## src/hdl/gst_pkg.sv

```systemverilog
// Purpose: shared constants and carriers for the GPIB status, timer and
//          bus-line register bank
// Assumes: byte-wide register port, one 10 MHz device clock
// Notes:   aux command codes and register offsets live only here
package gst_pkg;

    // ------------------------------------------------------------------
    // register offsets
    // ------------------------------------------------------------------
    localparam logic [3:0] OFS_DATA = 4'h0; // r: data-in, w: data_out_latch
    localparam logic [3:0] OFS_INT_STATUS_0 = 4'h1;
    localparam logic [3:0] OFS_INT_STATUS_1 = 4'h2;
    localparam logic [3:0] OFS_INT_STATUS_2 = 4'h3;
    localparam logic [3:0] OFS_PASS_THROUGH_COMMAND_REG = 4'h4; // r: pass_through_command_reg
    localparam logic [3:0] OFS_LINE = 4'h6; // r: line_sense, w: line_drive
    localparam logic [3:0] OFS_CCMD = 4'h7; // w: carry_command
    localparam logic [3:0] OFS_CFG = 4'h8; // w: config bits below
    localparam logic [3:0] OFS_AUX = 4'ha; // w: aux_command_port

    // config register fields
    localparam int CFG_CARRY_CYCLE_ENABLE = 0; // carry_cycle_enable
    localparam int CFG_BTO = 1; // byte_timeout_select
    localparam int CFG_ONECHIP = 2; // one-chip mode
    localparam logic [7:0] CFG_RESET = 8'h00;

    // ------------------------------------------------------------------
    // aux commands (upper nibble selects aux register writes)
    // ------------------------------------------------------------------
    localparam logic [7:0] AUX_CHIP_RESET = 8'h02;
    localparam logic [7:0] AUX_VALID = 8'h0f;
    localparam logic [7:0] AUX_NONVALID = 8'h07;
    localparam logic [2:0] AUX_CLR_HI = 3'h2; // 010b_iiiii: clear bit i
    localparam logic [3:0] AUX_REGI_HI = 4'he; // bit0: static_status_mode
    localparam logic [3:0] AUX_TSEL_HI = 4'hf; // low nibble: timeout_code

    // ------------------------------------------------------------------
    // status bit positions in the flat 24-bit status vector
    // ------------------------------------------------------------------
    localparam int ST_W = 24;
    localparam int B_SYNC = 0;
    localparam int B_STATUS_BYTE_OUT_FLAG = 1;
    localparam int B_TO = 2;
    localparam int B_DI = 8;
    localparam int B_DO = 9;
    localparam int B_ERR = 10;
    localparam int B_DEC = 11;
    localparam int B_END = 12;
    localparam int B_DET = 13;
    localparam int B_APT = 14;
    localparam int B_CPT = 15;
    localparam int B_ADDRESS_STATUS_CHANGE_FLAG = 16;
    localparam int B_REMOTE_CHANGE_FLAG = 17;
    localparam int B_LOCKOUT_CHANGE_FLAG = 18;
    localparam int B_ATN = 19;
    localparam int B_IFC = 20;
    // bits whose clearing ignores static_status_mode
    localparam logic [ST_W-1:0] ST_EXEMPT = 24'h000007;

    // ------------------------------------------------------------------
    // timer
    // ------------------------------------------------------------------
    localparam int TMO_W = 33;
    localparam logic [TMO_W-1:0] TMO_MULT = 33'h000000005;
    localparam logic [3:0] TMO_OFF = 4'h0;

    function automatic logic [4:0] tmo_factor(input logic [3:0] code);
        unique case (code)
            4'h1: tmo_factor = 5'd7;
            4'h2: tmo_factor = 5'd8;
            4'h3: tmo_factor = 5'd10;
            4'h4: tmo_factor = 5'd11;
            4'h5: tmo_factor = 5'd13;
            4'h6: tmo_factor = 5'd15;
            4'h7: tmo_factor = 5'd17;
            4'h8: tmo_factor = 5'd18;
            4'h9: tmo_factor = 5'd20;
            4'ha: tmo_factor = 5'd21;
            4'hb: tmo_factor = 5'd23;
            4'hc: tmo_factor = 5'd25;
            4'hd: tmo_factor = 5'd27;
            4'he: tmo_factor = 5'd28;
            4'hf: tmo_factor = 5'd30;
            default: tmo_factor = 5'd0;
        endcase
    endfunction

    // ------------------------------------------------------------------
    // carriers
    // ------------------------------------------------------------------
    // one-cycle event pulses from the interface-function engine
    typedef struct packed {
        logic sync;
        logic status_byte_out_flag;
        logic data_in; // byte latched, data on i_din
        logic data_out_rdy;
        logic err;
        logic dclr;
        logic end_rx;
        logic trig;
        logic address_pass_through_flag;
        logic command_pass_through_flag; // command latched, byte on i_cmd
        logic address_status_change_flag;
        logic remote_change_flag;
        logic lockout_change_flag;
        logic atn;
        logic ifc;
    } gst_evt_t;

    // state levels and pulses used by the clear conditions, the timer restart and the carry cycle
    typedef struct packed {
        logic tacs; // level: talker active
        logic sgns; // level: source generate
        logic ton_lon; // pulse: entry to talk-only or listen-only
        logic hs_done; // pulse: handshake finished
        logic holdoff; // level: holdoff mode active
        logic byte_moved; // pulse: byte moved fifo <-> gpib
        logic nba_clr; // pulse: source handshake took the byte
        logic last_byte; // pulse: last byte about to move fifo <-> regs
    } gst_state_t;

endpackage

```

## src/hdl/gst_regs.sv

```systemverilog
// Purpose: GPIB status flags, timeout timer, bus-line access, carry cycle
//          and data-out latch behind a byte-wide register port
// Assumes: engine events are synchronous one-cycle pulses
// Notes:   gpib lines are low-true open drain
//
// Implementation choices: the register addresses and strobed register access.
`timescale 1ns/100ps
module gst_regs #(
    parameter logic [3:0] TMO_CUT = gst_pkg::TMO_OFF // shortens intervals
) (
    // clock and reset
    input wire logic i_core_clk,
    input wire logic i_rst,
    // register port
    input wire logic [3:0] i_addr,
    input wire logic [7:0] i_wdata,
    input wire logic i_wr,
    input wire logic i_rd,
    output logic [7:0] o_rdata,
    // interface-function engine
    input wire gst_pkg::gst_evt_t i_evt,
    input wire gst_pkg::gst_state_t i_st,
    input wire logic [7:0] i_din,
    input wire logic [7:0] i_cmd,
    output logic o_nba,
    output logic o_aux_exec,
    output logic [7:0] o_aux_code,
    // gpib pins
    input wire logic [7:0] i_line,
    output logic [7:0] o_line,
    output logic [7:0] o_line_oe,
    output logic [7:0] o_dio,
    output logic o_dio_oe
);
    import gst_pkg::*;

    // ------------------------------------------------------------------
    // decode and aux command path
    // ------------------------------------------------------------------
    logic wr_data, rd_data, wr_line, wr_ccmd, wr_cfg, wr_aux, carry_go;
    logic pon, tsel_wr, clr_cmd, cfg_carry_cycle_enable, cfg_bto, cfg_one;
    logic [7:0] cfg_r, carry_cmd_r, din_r, dout_r, cmd_r, drive_r, rdata_r;
    logic [7:0] aux_code;
    logic aux_exec, static_r, nba_r;

    // strobes for each register
    assign wr_data = i_wr && i_addr == OFS_DATA;
    assign rd_data = i_rd && i_addr == OFS_DATA;
    assign wr_line = i_wr && i_addr == OFS_LINE;
    assign wr_ccmd = i_wr && i_addr == OFS_CCMD;
    assign wr_cfg = i_wr && i_addr == OFS_CFG;
    assign wr_aux = i_wr && i_addr == OFS_AUX;
    assign cfg_carry_cycle_enable = cfg_r[CFG_CARRY_CYCLE_ENABLE];
    assign cfg_bto = cfg_r[CFG_BTO];
    assign cfg_one = cfg_r[CFG_ONECHIP];

    // carry cycle takes the aux port; a host aux write that same cycle
    // is dropped, software never overlaps it with a running transfer
    assign carry_go = i_st.last_byte && cfg_carry_cycle_enable && !cfg_one;
    assign aux_exec = carry_go || wr_aux;
    assign aux_code = carry_go ? carry_cmd_r : i_wdata;
    assign o_aux_exec = aux_exec;
    assign o_aux_code = aux_code;

    // power-on covers hardware reset and the chip reset command
    assign pon = i_rst || (aux_exec && aux_code == AUX_CHIP_RESET);
    assign tsel_wr = aux_exec && aux_code[7:4] == AUX_TSEL_HI;
    assign clr_cmd = aux_exec && aux_code[7:5] == AUX_CLR_HI;

    // configuration bits
    always_ff @(posedge i_core_clk) begin
        if (i_rst) begin
            cfg_r <= CFG_RESET;
        end else if (wr_cfg) begin
            cfg_r <= i_wdata;
        end
    end

    // carry command holds its content through any reset
    always_ff @(posedge i_core_clk) begin
        if (wr_ccmd) begin
            carry_cmd_r <= i_wdata;
        end
    end

    // static mode bit lives in aux register I
    always_ff @(posedge i_core_clk) begin
        if (pon) begin
            static_r <= 1'b0;
        end else if (aux_exec && aux_code[7:4] == AUX_REGI_HI) begin
            static_r <= aux_code[0];
        end
    end

    // ------------------------------------------------------------------
    // data registers and nba
    // ------------------------------------------------------------------
    // separate storage: reading data-in never touches data-out
    always_ff @(posedge i_core_clk) begin
        if (i_evt.data_in) begin
            din_r <= i_din;
        end
        if (i_evt.command_pass_through_flag) begin
            cmd_r <= i_cmd;
        end
        if (wr_data) begin
            dout_r <= i_wdata;
        end
    end

    // transparent during the write cycle, then holds the written byte
    assign o_dio = wr_data ? i_wdata : dout_r;
    assign o_dio_oe = i_st.tacs;

    // nba set by a data-out write; write wins over the handshake clear
    always_ff @(posedge i_core_clk) begin
        if (pon) begin
            nba_r <= 1'b0;
        end else if (wr_data) begin
            nba_r <= 1'b1;
        end else if (i_st.nba_clr) begin
            nba_r <= 1'b0;
        end
    end
    assign o_nba = nba_r;

    // ------------------------------------------------------------------
    // bus lines
    // ------------------------------------------------------------------
    always_ff @(posedge i_core_clk) begin
        if (pon) begin
            drive_r <= 8'h00;
        end else if (wr_line) begin
            drive_r <= i_wdata;
        end
    end
    // open drain: asserting a line pulls it low
    assign o_line = 8'h00;
    assign o_line_oe = drive_r;

    // ------------------------------------------------------------------
    // status flags
    // ------------------------------------------------------------------
    logic [ST_W-1:0] st_r, set_v, rdclr_v, sclr_v, fixclr_v, to_set;
    logic nba_rise, nba_d_r, to_fixclr;

    always_ff @(posedge i_core_clk) begin
        nba_d_r <= nba_r;
    end
    assign nba_rise = nba_r && !nba_d_r;

    // event to flag mapping
    always_comb begin
        set_v = '0;
        set_v[B_SYNC] = i_evt.sync;
        set_v[B_STATUS_BYTE_OUT_FLAG] = i_evt.status_byte_out_flag;
        set_v[B_TO] = to_set[0];
        set_v[B_DI] = i_evt.data_in;
        set_v[B_DO] = i_evt.data_out_rdy;
        set_v[B_ERR] = i_evt.err;
        set_v[B_DEC] = i_evt.dclr;
        set_v[B_END] = i_evt.end_rx;
        set_v[B_DET] = i_evt.trig;
        set_v[B_APT] = i_evt.address_pass_through_flag;
        set_v[B_CPT] = i_evt.command_pass_through_flag;
        set_v[B_ADDRESS_STATUS_CHANGE_FLAG] = i_evt.address_status_change_flag;
        set_v[B_REMOTE_CHANGE_FLAG] = i_evt.remote_change_flag;
        set_v[B_LOCKOUT_CHANGE_FLAG] = i_evt.lockout_change_flag;
        set_v[B_ATN] = i_evt.atn;
        set_v[B_IFC] = i_evt.ifc;
    end

    // register reads that clear a whole status register
    always_comb begin
        rdclr_v = '0;
        rdclr_v[7:0] = {8{i_rd && i_addr == OFS_INT_STATUS_0}};
        rdclr_v[15:8] = {8{i_rd && i_addr == OFS_INT_STATUS_1}};
        rdclr_v[23:16] = {8{i_rd && i_addr == OFS_INT_STATUS_2}};
    end

    // static-mode clear conditions beyond power-on and own command
    always_comb begin
        sclr_v = '0;
        if (clr_cmd && aux_code[4:0] < 5'(ST_W)) begin
            sclr_v[aux_code[4:0]] = 1'b1;
        end
        if (i_st.ton_lon) begin
            sclr_v[B_ADDRESS_STATUS_CHANGE_FLAG] = 1'b1;
        end
        if (aux_exec && (aux_code == AUX_VALID ||
                aux_code == AUX_NONVALID)) begin
            sclr_v[B_APT] = 1'b1;
        end
        if (i_rd && i_addr == OFS_PASS_THROUGH_COMMAND_REG) begin
            sclr_v[B_CPT] = 1'b1;
        end
        if (rd_data || (i_st.hs_done && i_st.holdoff)) begin
            sclr_v[B_DI] = 1'b1;
        end
        if (!i_st.tacs || !i_st.sgns || nba_rise) begin
            sclr_v[B_DO] = 1'b1;
        end
    end

    // sync and status_byte_out_flag clear on read; in byte mode timeout waits for select
    assign to_fixclr = tsel_wr || (rdclr_v[B_TO] && !cfg_bto);
    always_comb begin
        fixclr_v = rdclr_v & ST_EXEMPT;
        fixclr_v[B_TO] = to_fixclr;
    end

    // one flop per flag; a set always beats a clear in the same cycle
    generate
        for (genvar b = 0; b < ST_W; b++) begin : g_flag
            logic clr;
            assign clr = ST_EXEMPT[b] ? fixclr_v[b] :
                (static_r ? sclr_v[b] : rdclr_v[b]);
            always_ff @(posedge i_core_clk) begin
                if (set_v[b]) begin
                    st_r[b] <= 1'b1;
                end else if (pon || clr) begin
                    st_r[b] <= 1'b0;
                end
            end
        end
    endgenerate

    // ------------------------------------------------------------------
    // timeout timer
    // ------------------------------------------------------------------
    logic [3:0] tcode_r;
    logic [TMO_W-1:0] tcnt_r, tlimit;
    logic [4:0] tfac;
    logic trun, trestart, tdone_r;

    // timeout select: reset, chip reset or a zero code stop the timer
    always_ff @(posedge i_core_clk) begin
        if (pon) begin
            tcode_r <= 4'h0;
        end else if (tsel_wr) begin
            tcode_r <= aux_code[3:0];
        end
    end

    // five times two to the factor; cut only shortens simulations
    assign tfac = tmo_factor(tcode_r) - 5'(TMO_CUT);
    assign tlimit = TMO_MULT << tfac;
    assign trun = tcode_r != 4'h0 && !tdone_r;
    assign trestart = cfg_bto && (rd_data || wr_data ||
        (cfg_one && i_st.byte_moved));
    assign to_set[0] = trun && !trestart && !tsel_wr &&
        tcnt_r == tlimit - 33'h000000001;
    assign to_set[ST_W-1:1] = '0;
    // expiry latches until the next select write: one run per write
    always_ff @(posedge i_core_clk) begin
        if (pon || tsel_wr) tdone_r <= 1'b0;
        else if (to_set[0]) tdone_r <= 1'b1;
    end

    // counter restarts on every select write and in byte mode on traffic
    always_ff @(posedge i_core_clk) begin
        if (pon || tsel_wr || trestart || !trun) begin
            tcnt_r <= '0;
        end else begin
            tcnt_r <= tcnt_r + 33'h000000001;
        end
    end

    // ------------------------------------------------------------------
    // read data, valid in the cycle after the read strobe
    // ------------------------------------------------------------------
    always_ff @(posedge i_core_clk) begin
        if (i_rst) begin
            rdata_r <= 8'h00;
        end else if (i_rd) begin
            unique case (i_addr)
                OFS_DATA: rdata_r <= din_r;
                OFS_INT_STATUS_0: rdata_r <= st_r[7:0];
                OFS_INT_STATUS_1: rdata_r <= st_r[15:8];
                OFS_INT_STATUS_2: rdata_r <= st_r[23:16];
                OFS_PASS_THROUGH_COMMAND_REG: rdata_r <= cmd_r;
                OFS_LINE: rdata_r <= ~i_line;
                default: rdata_r <= 8'h00;
            endcase
        end else begin
            rdata_r <= 8'h00;
        end
    end
    assign o_rdata = rdata_r;
endmodule

```

## config.mk

```make
export PLATFORM = sky130hd
export DESIGN_NAME = gst_regs
export DESIGN_NICKNAME = d
export VERILOG_FILES = /design/src/hdl/gst_pkg.sv /design/src/hdl/gst_regs.sv
export SDC_FILE = /design/constraint.sdc
export NUM_CORES = 1
export LEC_CHECK = 0
export BUFFER_PORTS_ARGS = -buffer_cell sky130_fd_sc_hd__buf_2
export CAP_MARGIN = 5
export CORE_MARGIN = 2
export CORE_UTILIZATION = 40
export CTS_CLUSTER_DIAMETER = 30
export DETAILED_ROUTE_END_ITERATION = 7
export PLACE_DENSITY_LB_ADDON = 0.12
export RECOVER_POWER = 50
export SETUP_SLACK_MARGIN = 0.15
export SYNTH_ARGS = -nofsm -noshare
export SYNTH_HDL_FRONTEND = slang
export SYNTH_SLANG_ARGS = --single-unit
```

## constraint.sdc

```tcl
create_clock -name i_core_clk -period 3.94 [get_ports i_core_clk]
set_clock_uncertainty 0.05 [all_clocks]
set_input_delay 0.591 -clock i_core_clk [delete_from_list [all_inputs] [get_ports i_core_clk]]
set_output_delay 0.591 -clock i_core_clk [all_outputs]
set_load 0.05 [all_outputs]
```

Word-level counts from Yosys, hierarchy flattened --
Memory sizes are Yosys's and may differ from the RTL's. A register that Yosys moved wholly into a read port is not among the register bits. Cells that the tools add are included. W data, S select, Z words.
Storage, ports and cells: bits in read-only memories 80, output and inout port bits 43, memories kept 1, input port bits 63, register bits 108
Memories:
- (no name shown) | depth 16, bits a word 5, rd ports 1, clocked after Yosys merged registers in 1, wr ports 0, RTL line gst_pkg.sv:67 | unique case (code)
Operators by class: equality and inequality tests 15, order comparisons 3, reductions and logical operators 68, add/sub/neg operators 2, bitwise operators 2, mux-type cells 28, shift operators 1
Operator list (count):
- $pmux W8 S6 | 1
- $add A33 B1 Y33 const B | 1
- $eq A33 B33 Y1 | 1
- $shl A3 B5 Y33 const A | 1
- $sub A33 B1 Y33 const B | 1
- $logic_and A1 B1 Y1 | 28
- $logic_or A1 B1 Y1 | 27
- $mux W1 | 21
- $mux W21 | 1
- $eq A4 B4 Y1 const B | 4
- $mux W8 | 2
- $eq A4 B3 Y1 const B | 3
- $logic_not A1 Y1 | 9
- $eq A4 B2 Y1 const B | 2
- $eq A8 B2 Y1 const B | 1
- $eq A8 B3 Y1 const B | 1
- $eq A8 B4 Y1 const B | 1
- $mux W4 | 2
- $not A8 Y8 | 1
- $lt A5 B6 Y1 const B | 1
- $demux W1 S5 | 1
- $ge A5 B1 Y1 const B | 1
- $lt A5 B5 Y1 const B | 1
- $eq A4 B1 Y1 const B | 1
- other kinds (6) | 6

Longest topological paths before layout --
depth in word-level cells 11, mapped depth 14, gate-level depth less buffers 11

Worst setup path after synthesis --
No wires, ideal clock.
path kind flip-flop to flip-flop, start point register, netlist name tfac[0], end point register tdone_r, path buffers 2, clock period less this slack 2.893 ns, arrival time 2.785 ns, slack 1.047 ns, stages on the path, launching flop included 13, setup time 0.058 ns, cell sequence dfxtp_1 > buf_6 > or3_1 > nor3_1 > inv_1 > ha_1 > clkbuf_1 > nand2_1 > nand3_1 > xor2_1 > or4_1 > nor4_2 > o21a_1
Between the ends: longest elaborated chain between the ends 4
Ends and longest elaborated chain:
- $shl A3 B5 Y33 | RTL line gst_regs.sv:247 | assign tlimit = TMO_MULT << tfac;
- $sub A33 B1 Y33 | RTL line gst_regs.sv:252 | tcnt_r == tlimit - 33'h000000001;
- $eq A33 B33 Y1 | RTL line gst_regs.sv:252
- $logic_and A1 B1 Y1 | RTL line gst_regs.sv:251 | assign to_set[0] = trun && !trestart && !tsel_wr &&
- to (signal assigned) | RTL line gst_regs.sv:256 | if (pon || tsel_wr) tdone_r <= 1'b0;
- to (signal assigned) | RTL line gst_regs.sv:257 | else if (to_set[0]) tdone_r <= 1'b1;
- to (decl) | RTL line gst_regs.sv:234 | logic trun, trestart, tdone_r;
Every way passes these cells. A chain may end at the register's enable or synchronous reset.

Worst setup path after layout --
start point register, netlist name tfac[0], end point register tdone_r
Between the ends: longest elaborated chain between the ends 4
Ends and longest elaborated chain (RTL line):
- $shl A3 B5 Y33 | gst_regs.sv:247
- $sub A33 B1 Y33 | gst_regs.sv:252
- $eq A33 B33 Y1 | gst_regs.sv:252
- $logic_and A1 B1 Y1 | gst_regs.sv:251
Every way passes these cells.

==> summary.txt <==
Floorplanning
  – Standard-cell rows: 45
  – Die area: 16,600 µm²
  – Vert. Die Dim: 129 µm
  – Die Wd: 129 µm
  – Boundary Pins: 106
  – Initial core utilization: 41.0%
  – Core box area: 15,300 µm²

Final layout
  – Finished Cell Area: 7370 µm²
  – Final non-filler cell total: 1,020
  – Fill cells: 1,532
  – Layout cells sized above 1: 19.4%
  – ANT cells: 0
  – Area grow syn2layout: 17.9%
  – Post-layout net count: 864

Power and ir drop
  – Clk pwr share: 48.5%
  – Sw Share: 26.8%
  – Pint: 2190 µW
  – Combinational share of power: 9.8%
  – Pwr dens: 406 nW/µm²
  – Maximum vdd drop: 347 µV
  – Sequential share of power: 41.8%
  – Pleak: 0.00272 µW
  – P_sw: 801 µW

Global route
  – Largest net degree at the start of global routing: 42
  – Number of global-route vias before repair: 5,479
  – First-pass GRT wire length: 29.1 mm
  – Remaining Overflow, GRT: 0
  – GR Util All Layers: 22.7%
  – Antenna violations before repair: 0

Timing
  – Max-slew violations: 0
  – Final period util: 82.9%
  – Final setup fails: 0
  – Slew HR: 42.0%
  – Fmax: 306 MHz
  – Worst-Margin Slew: 0.858 ns
  – Total negative slack: 0 ns
  – Setup repair after global routing missed its margin: false
  – Final worst setup slack: 0.674 ns
  – Fin crit period: 3.27 ns
  – Final Hold Fails: 0

Clock tree
  – CTS buffer count: 17
  – Setup bufs post-CTS: 0
  – CTS sink cnt: 113
  – Reg clk slew, reported paths: 0.06 ns
  – CTS H-tree depth: 4
  – Clk root buf: clkbuf_16
  – Hold buffers post-CTS: 0
  – CTS tree: yes
  – CTS max path bufs: 2
  – Cts repair resizes: 0
  – Worst-Skew Late Latency: 0.41 ns

Synthesis
  – Synth warn: 0
  – Share of the synthesized area in the top cell type: 28.5%
  – Distinct cell type count after synthesis: 84
  – Synth area leaders: dfxtp_1, edfxtp_1, nor2_1
  – Sequential area share after synthesis: 40.0%
  – Mapped Area: 6250 µm²
  – Primary FF master, synth: dfxtp_1
  – FF+latch count, synth: 113
  – Yosys top cell by area: dfxtp_1
  – Post-synthesis instance total: 708
  – Post-synth EDFFs: 24
  – Post-Syn Area per Cell: 8.83 µm²
  – Ys async rst share: 0%

Worst setup path
  – CP Max Fanout: 37
  – Flop2flop setup slack: 0.67 ns
  – CP Data Required Time: 4.24 ns
  – Crit Path Category: reg -> reg
  – Reg-to-reg startpoint: tfac[0]$_DFF_P_
  – Reg-to-Reg End: tdone_r$_SDFFE_PP0P_
  – Arrival time at the worst endpoint: 3.57 ns
  – Crit start category: flip-flop
  – Crit end category: flip-flop
  – Reg2Reg Depth: 12

Placement
  – Cell Area, Placed: 6850 µm²
  – Hpwl dp: 13.5 mm
  – I/O Buffers: 97
  – Gp weighted congestion: 0.885
  – Placement Setup Slack: 0.716 ns
  – Placed insts: 988

Routing
  – Residual DRC: 0
  – Final WL: 18.4 mm
  – DRT antenna net count: 0
  – Via count of the routed design: 5,664
  – Vias per inst: 5.55
  – DRT iter0 DRCs: 427
  – Detailed Routing Iterations Pass 1: 8
  – WL/cell: 18.0 µm

Min path
  – Min-delay worst type: in -> reg
  – Hold Path Depth: 1
  – Hold EP: cmd_r[0]$_DFFE_PP_
  – Hold wc startpoint: i_cmd[0]

Run status
  – Status: finished, final reports clean

Job
  – Max-cap violations: 0
==> state kept, by name, indices dropped and copies added, names as in the netlist, 5 cells and up <==
| register | flops |
|---|---|
| carry_cmd_r | 8 |
| cmd_r | 8 |
| din_r | 8 |
| dout_r | 8 |
| o_line_oe | 8 |
| o_rdata | 8 |
| st_r | 16 |
| tcnt_r | 33 |
| tfac | 5 |
==> cells in the final DEF, fill, tap and decap left out, types with 12 or more instances in the layout <==
cell type,synthesis,layout
nor3_1,12,12
clkbuf_16,0,17
mux2i_1,19,19
clkbuf_1,14,31
nand2_1,53,53
nand3_1,38,38
edfxtp_1,24,24
buf_4,11,15
nand4_1,13,13
o21ai_0,17,17
nor2_1,82,82
inv_1,25,25
a21oi_1,41,41
xnor2_1,23,23
buf_2,20,68
xor2_1,22,22
a31o_2,19,19
dfxtp_1,89,89
==> cells in the mapped netlist, types with 14 or more instances <==
cell type  instances
a21oi_1           41
a31o_2            19
buf_2             20
clkbuf_1          14
dfxtp_1           89
edfxtp_1          24
inv_1             25
mux2i_1           19
nand2_1           53
nand3_1           38
nor2_1            82
o21ai_0           17
xnor2_1           23
xor2_1            22
==> worst max-delay path, cell delays in order, from the launching register on <==
cell and delay [ns]:
dfxtp_1 0.33, buf_4 0.36, nor3b_1 0.29, nand2_1 0.09, ha_1 0.43, buf_4 0.27, nor4_1 0.38, nor2_1 0.08
a21oi_1 0.15, o211a_1 0.17, nand4_1 0.10, nor4_2 0.37, o21a_1 0.14
==> routing by layer <==
| metal | vias up | track usage [%] | wire, µm |
|---|---|---|---|
| met1 | 2690 | 28.3 | 7940 |
| met2 | 190 | 37.7 | 8880 |
| met5 | - | 0 | 0 |
| met4 | 0 | 10.0 | 612 |
| li1 | 2745 | - | - |
| met3 | 39 | 5.12 | 941 |
==> logic make-up after synthesis <==
group / count (synthesis) / synth area share, %
xor gates and xnor gates: 45 / 6.30
buffers and inverters: 78 / 6.36
and+or+nand+nor: 277 / 22.8
AOI/OAI and AO/OA: 157 / 17.9
muxes: 32 / 5.56
other: 1 / 0.0600
DFF: 113 / 40.0
adders and majority gates: 5 / 1.00
==> cell type report <==
type,instances,area (µm²),share of cell area [%]
inverters,27,101,1.38
clock inverters,14,134,1.82
well taps,211,264,3.58
clock buffers,18,429,5.82
repair buffers,113,566,7.68
flip-flops and latches,113,2500,34.0
multi-input cells,524,3370,45.8
==> power by group through the flow <==
stage | Combinational, µW | Clock (µW) | Sequential [µW]
final | 293 | 1450 | 1250
after global routing | 312 | 1540 | 1250
after CTS | 298 | 1490 | 1250
after detailed placement | 296 | 0 | 1270
after global placement | 294 | 0 | 1270
after floorplan | 205 | 0 | 1280
==> how the worst max path moves through the flow <==
stage / start / to / slack [ns] / cells after the start
after floorplan: tfac[0]$_DFF_P_ / tdone_r$_SDFFE_PP0P_ / 1.05 / 12
after global placement: tfac[0]$_DFF_P_ / tdone_r$_SDFFE_PP0P_ / 0.80 / 11
after detailed placement: tfac[0]$_DFF_P_ / tdone_r$_SDFFE_PP0P_ / 0.72 / 12
after CTS: tfac[0]$_DFF_P_ / tdone_r$_SDFFE_PP0P_ / 0.69 / 12
after global routing: tfac[0]$_DFF_P_ / tdone_r$_SDFFE_PP0P_ / 0.35 / 11
final: tfac[0]$_DFF_P_ / tdone_r$_SDFFE_PP0P_ / 0.67 / 12
==> stage by stage <==
step	utilization (%)	hold slack, ns	power (µW)
after floorplan	-	0.392	1480
after global placement	44.9	0.331	1570
after detailed placement	44.9	0.336	1570
after CTS	48.6	0.283	3040
after global routing	48.3	0.284	3110
final	48.3	0.301	2990
Power figures use the tool's default switching activity.
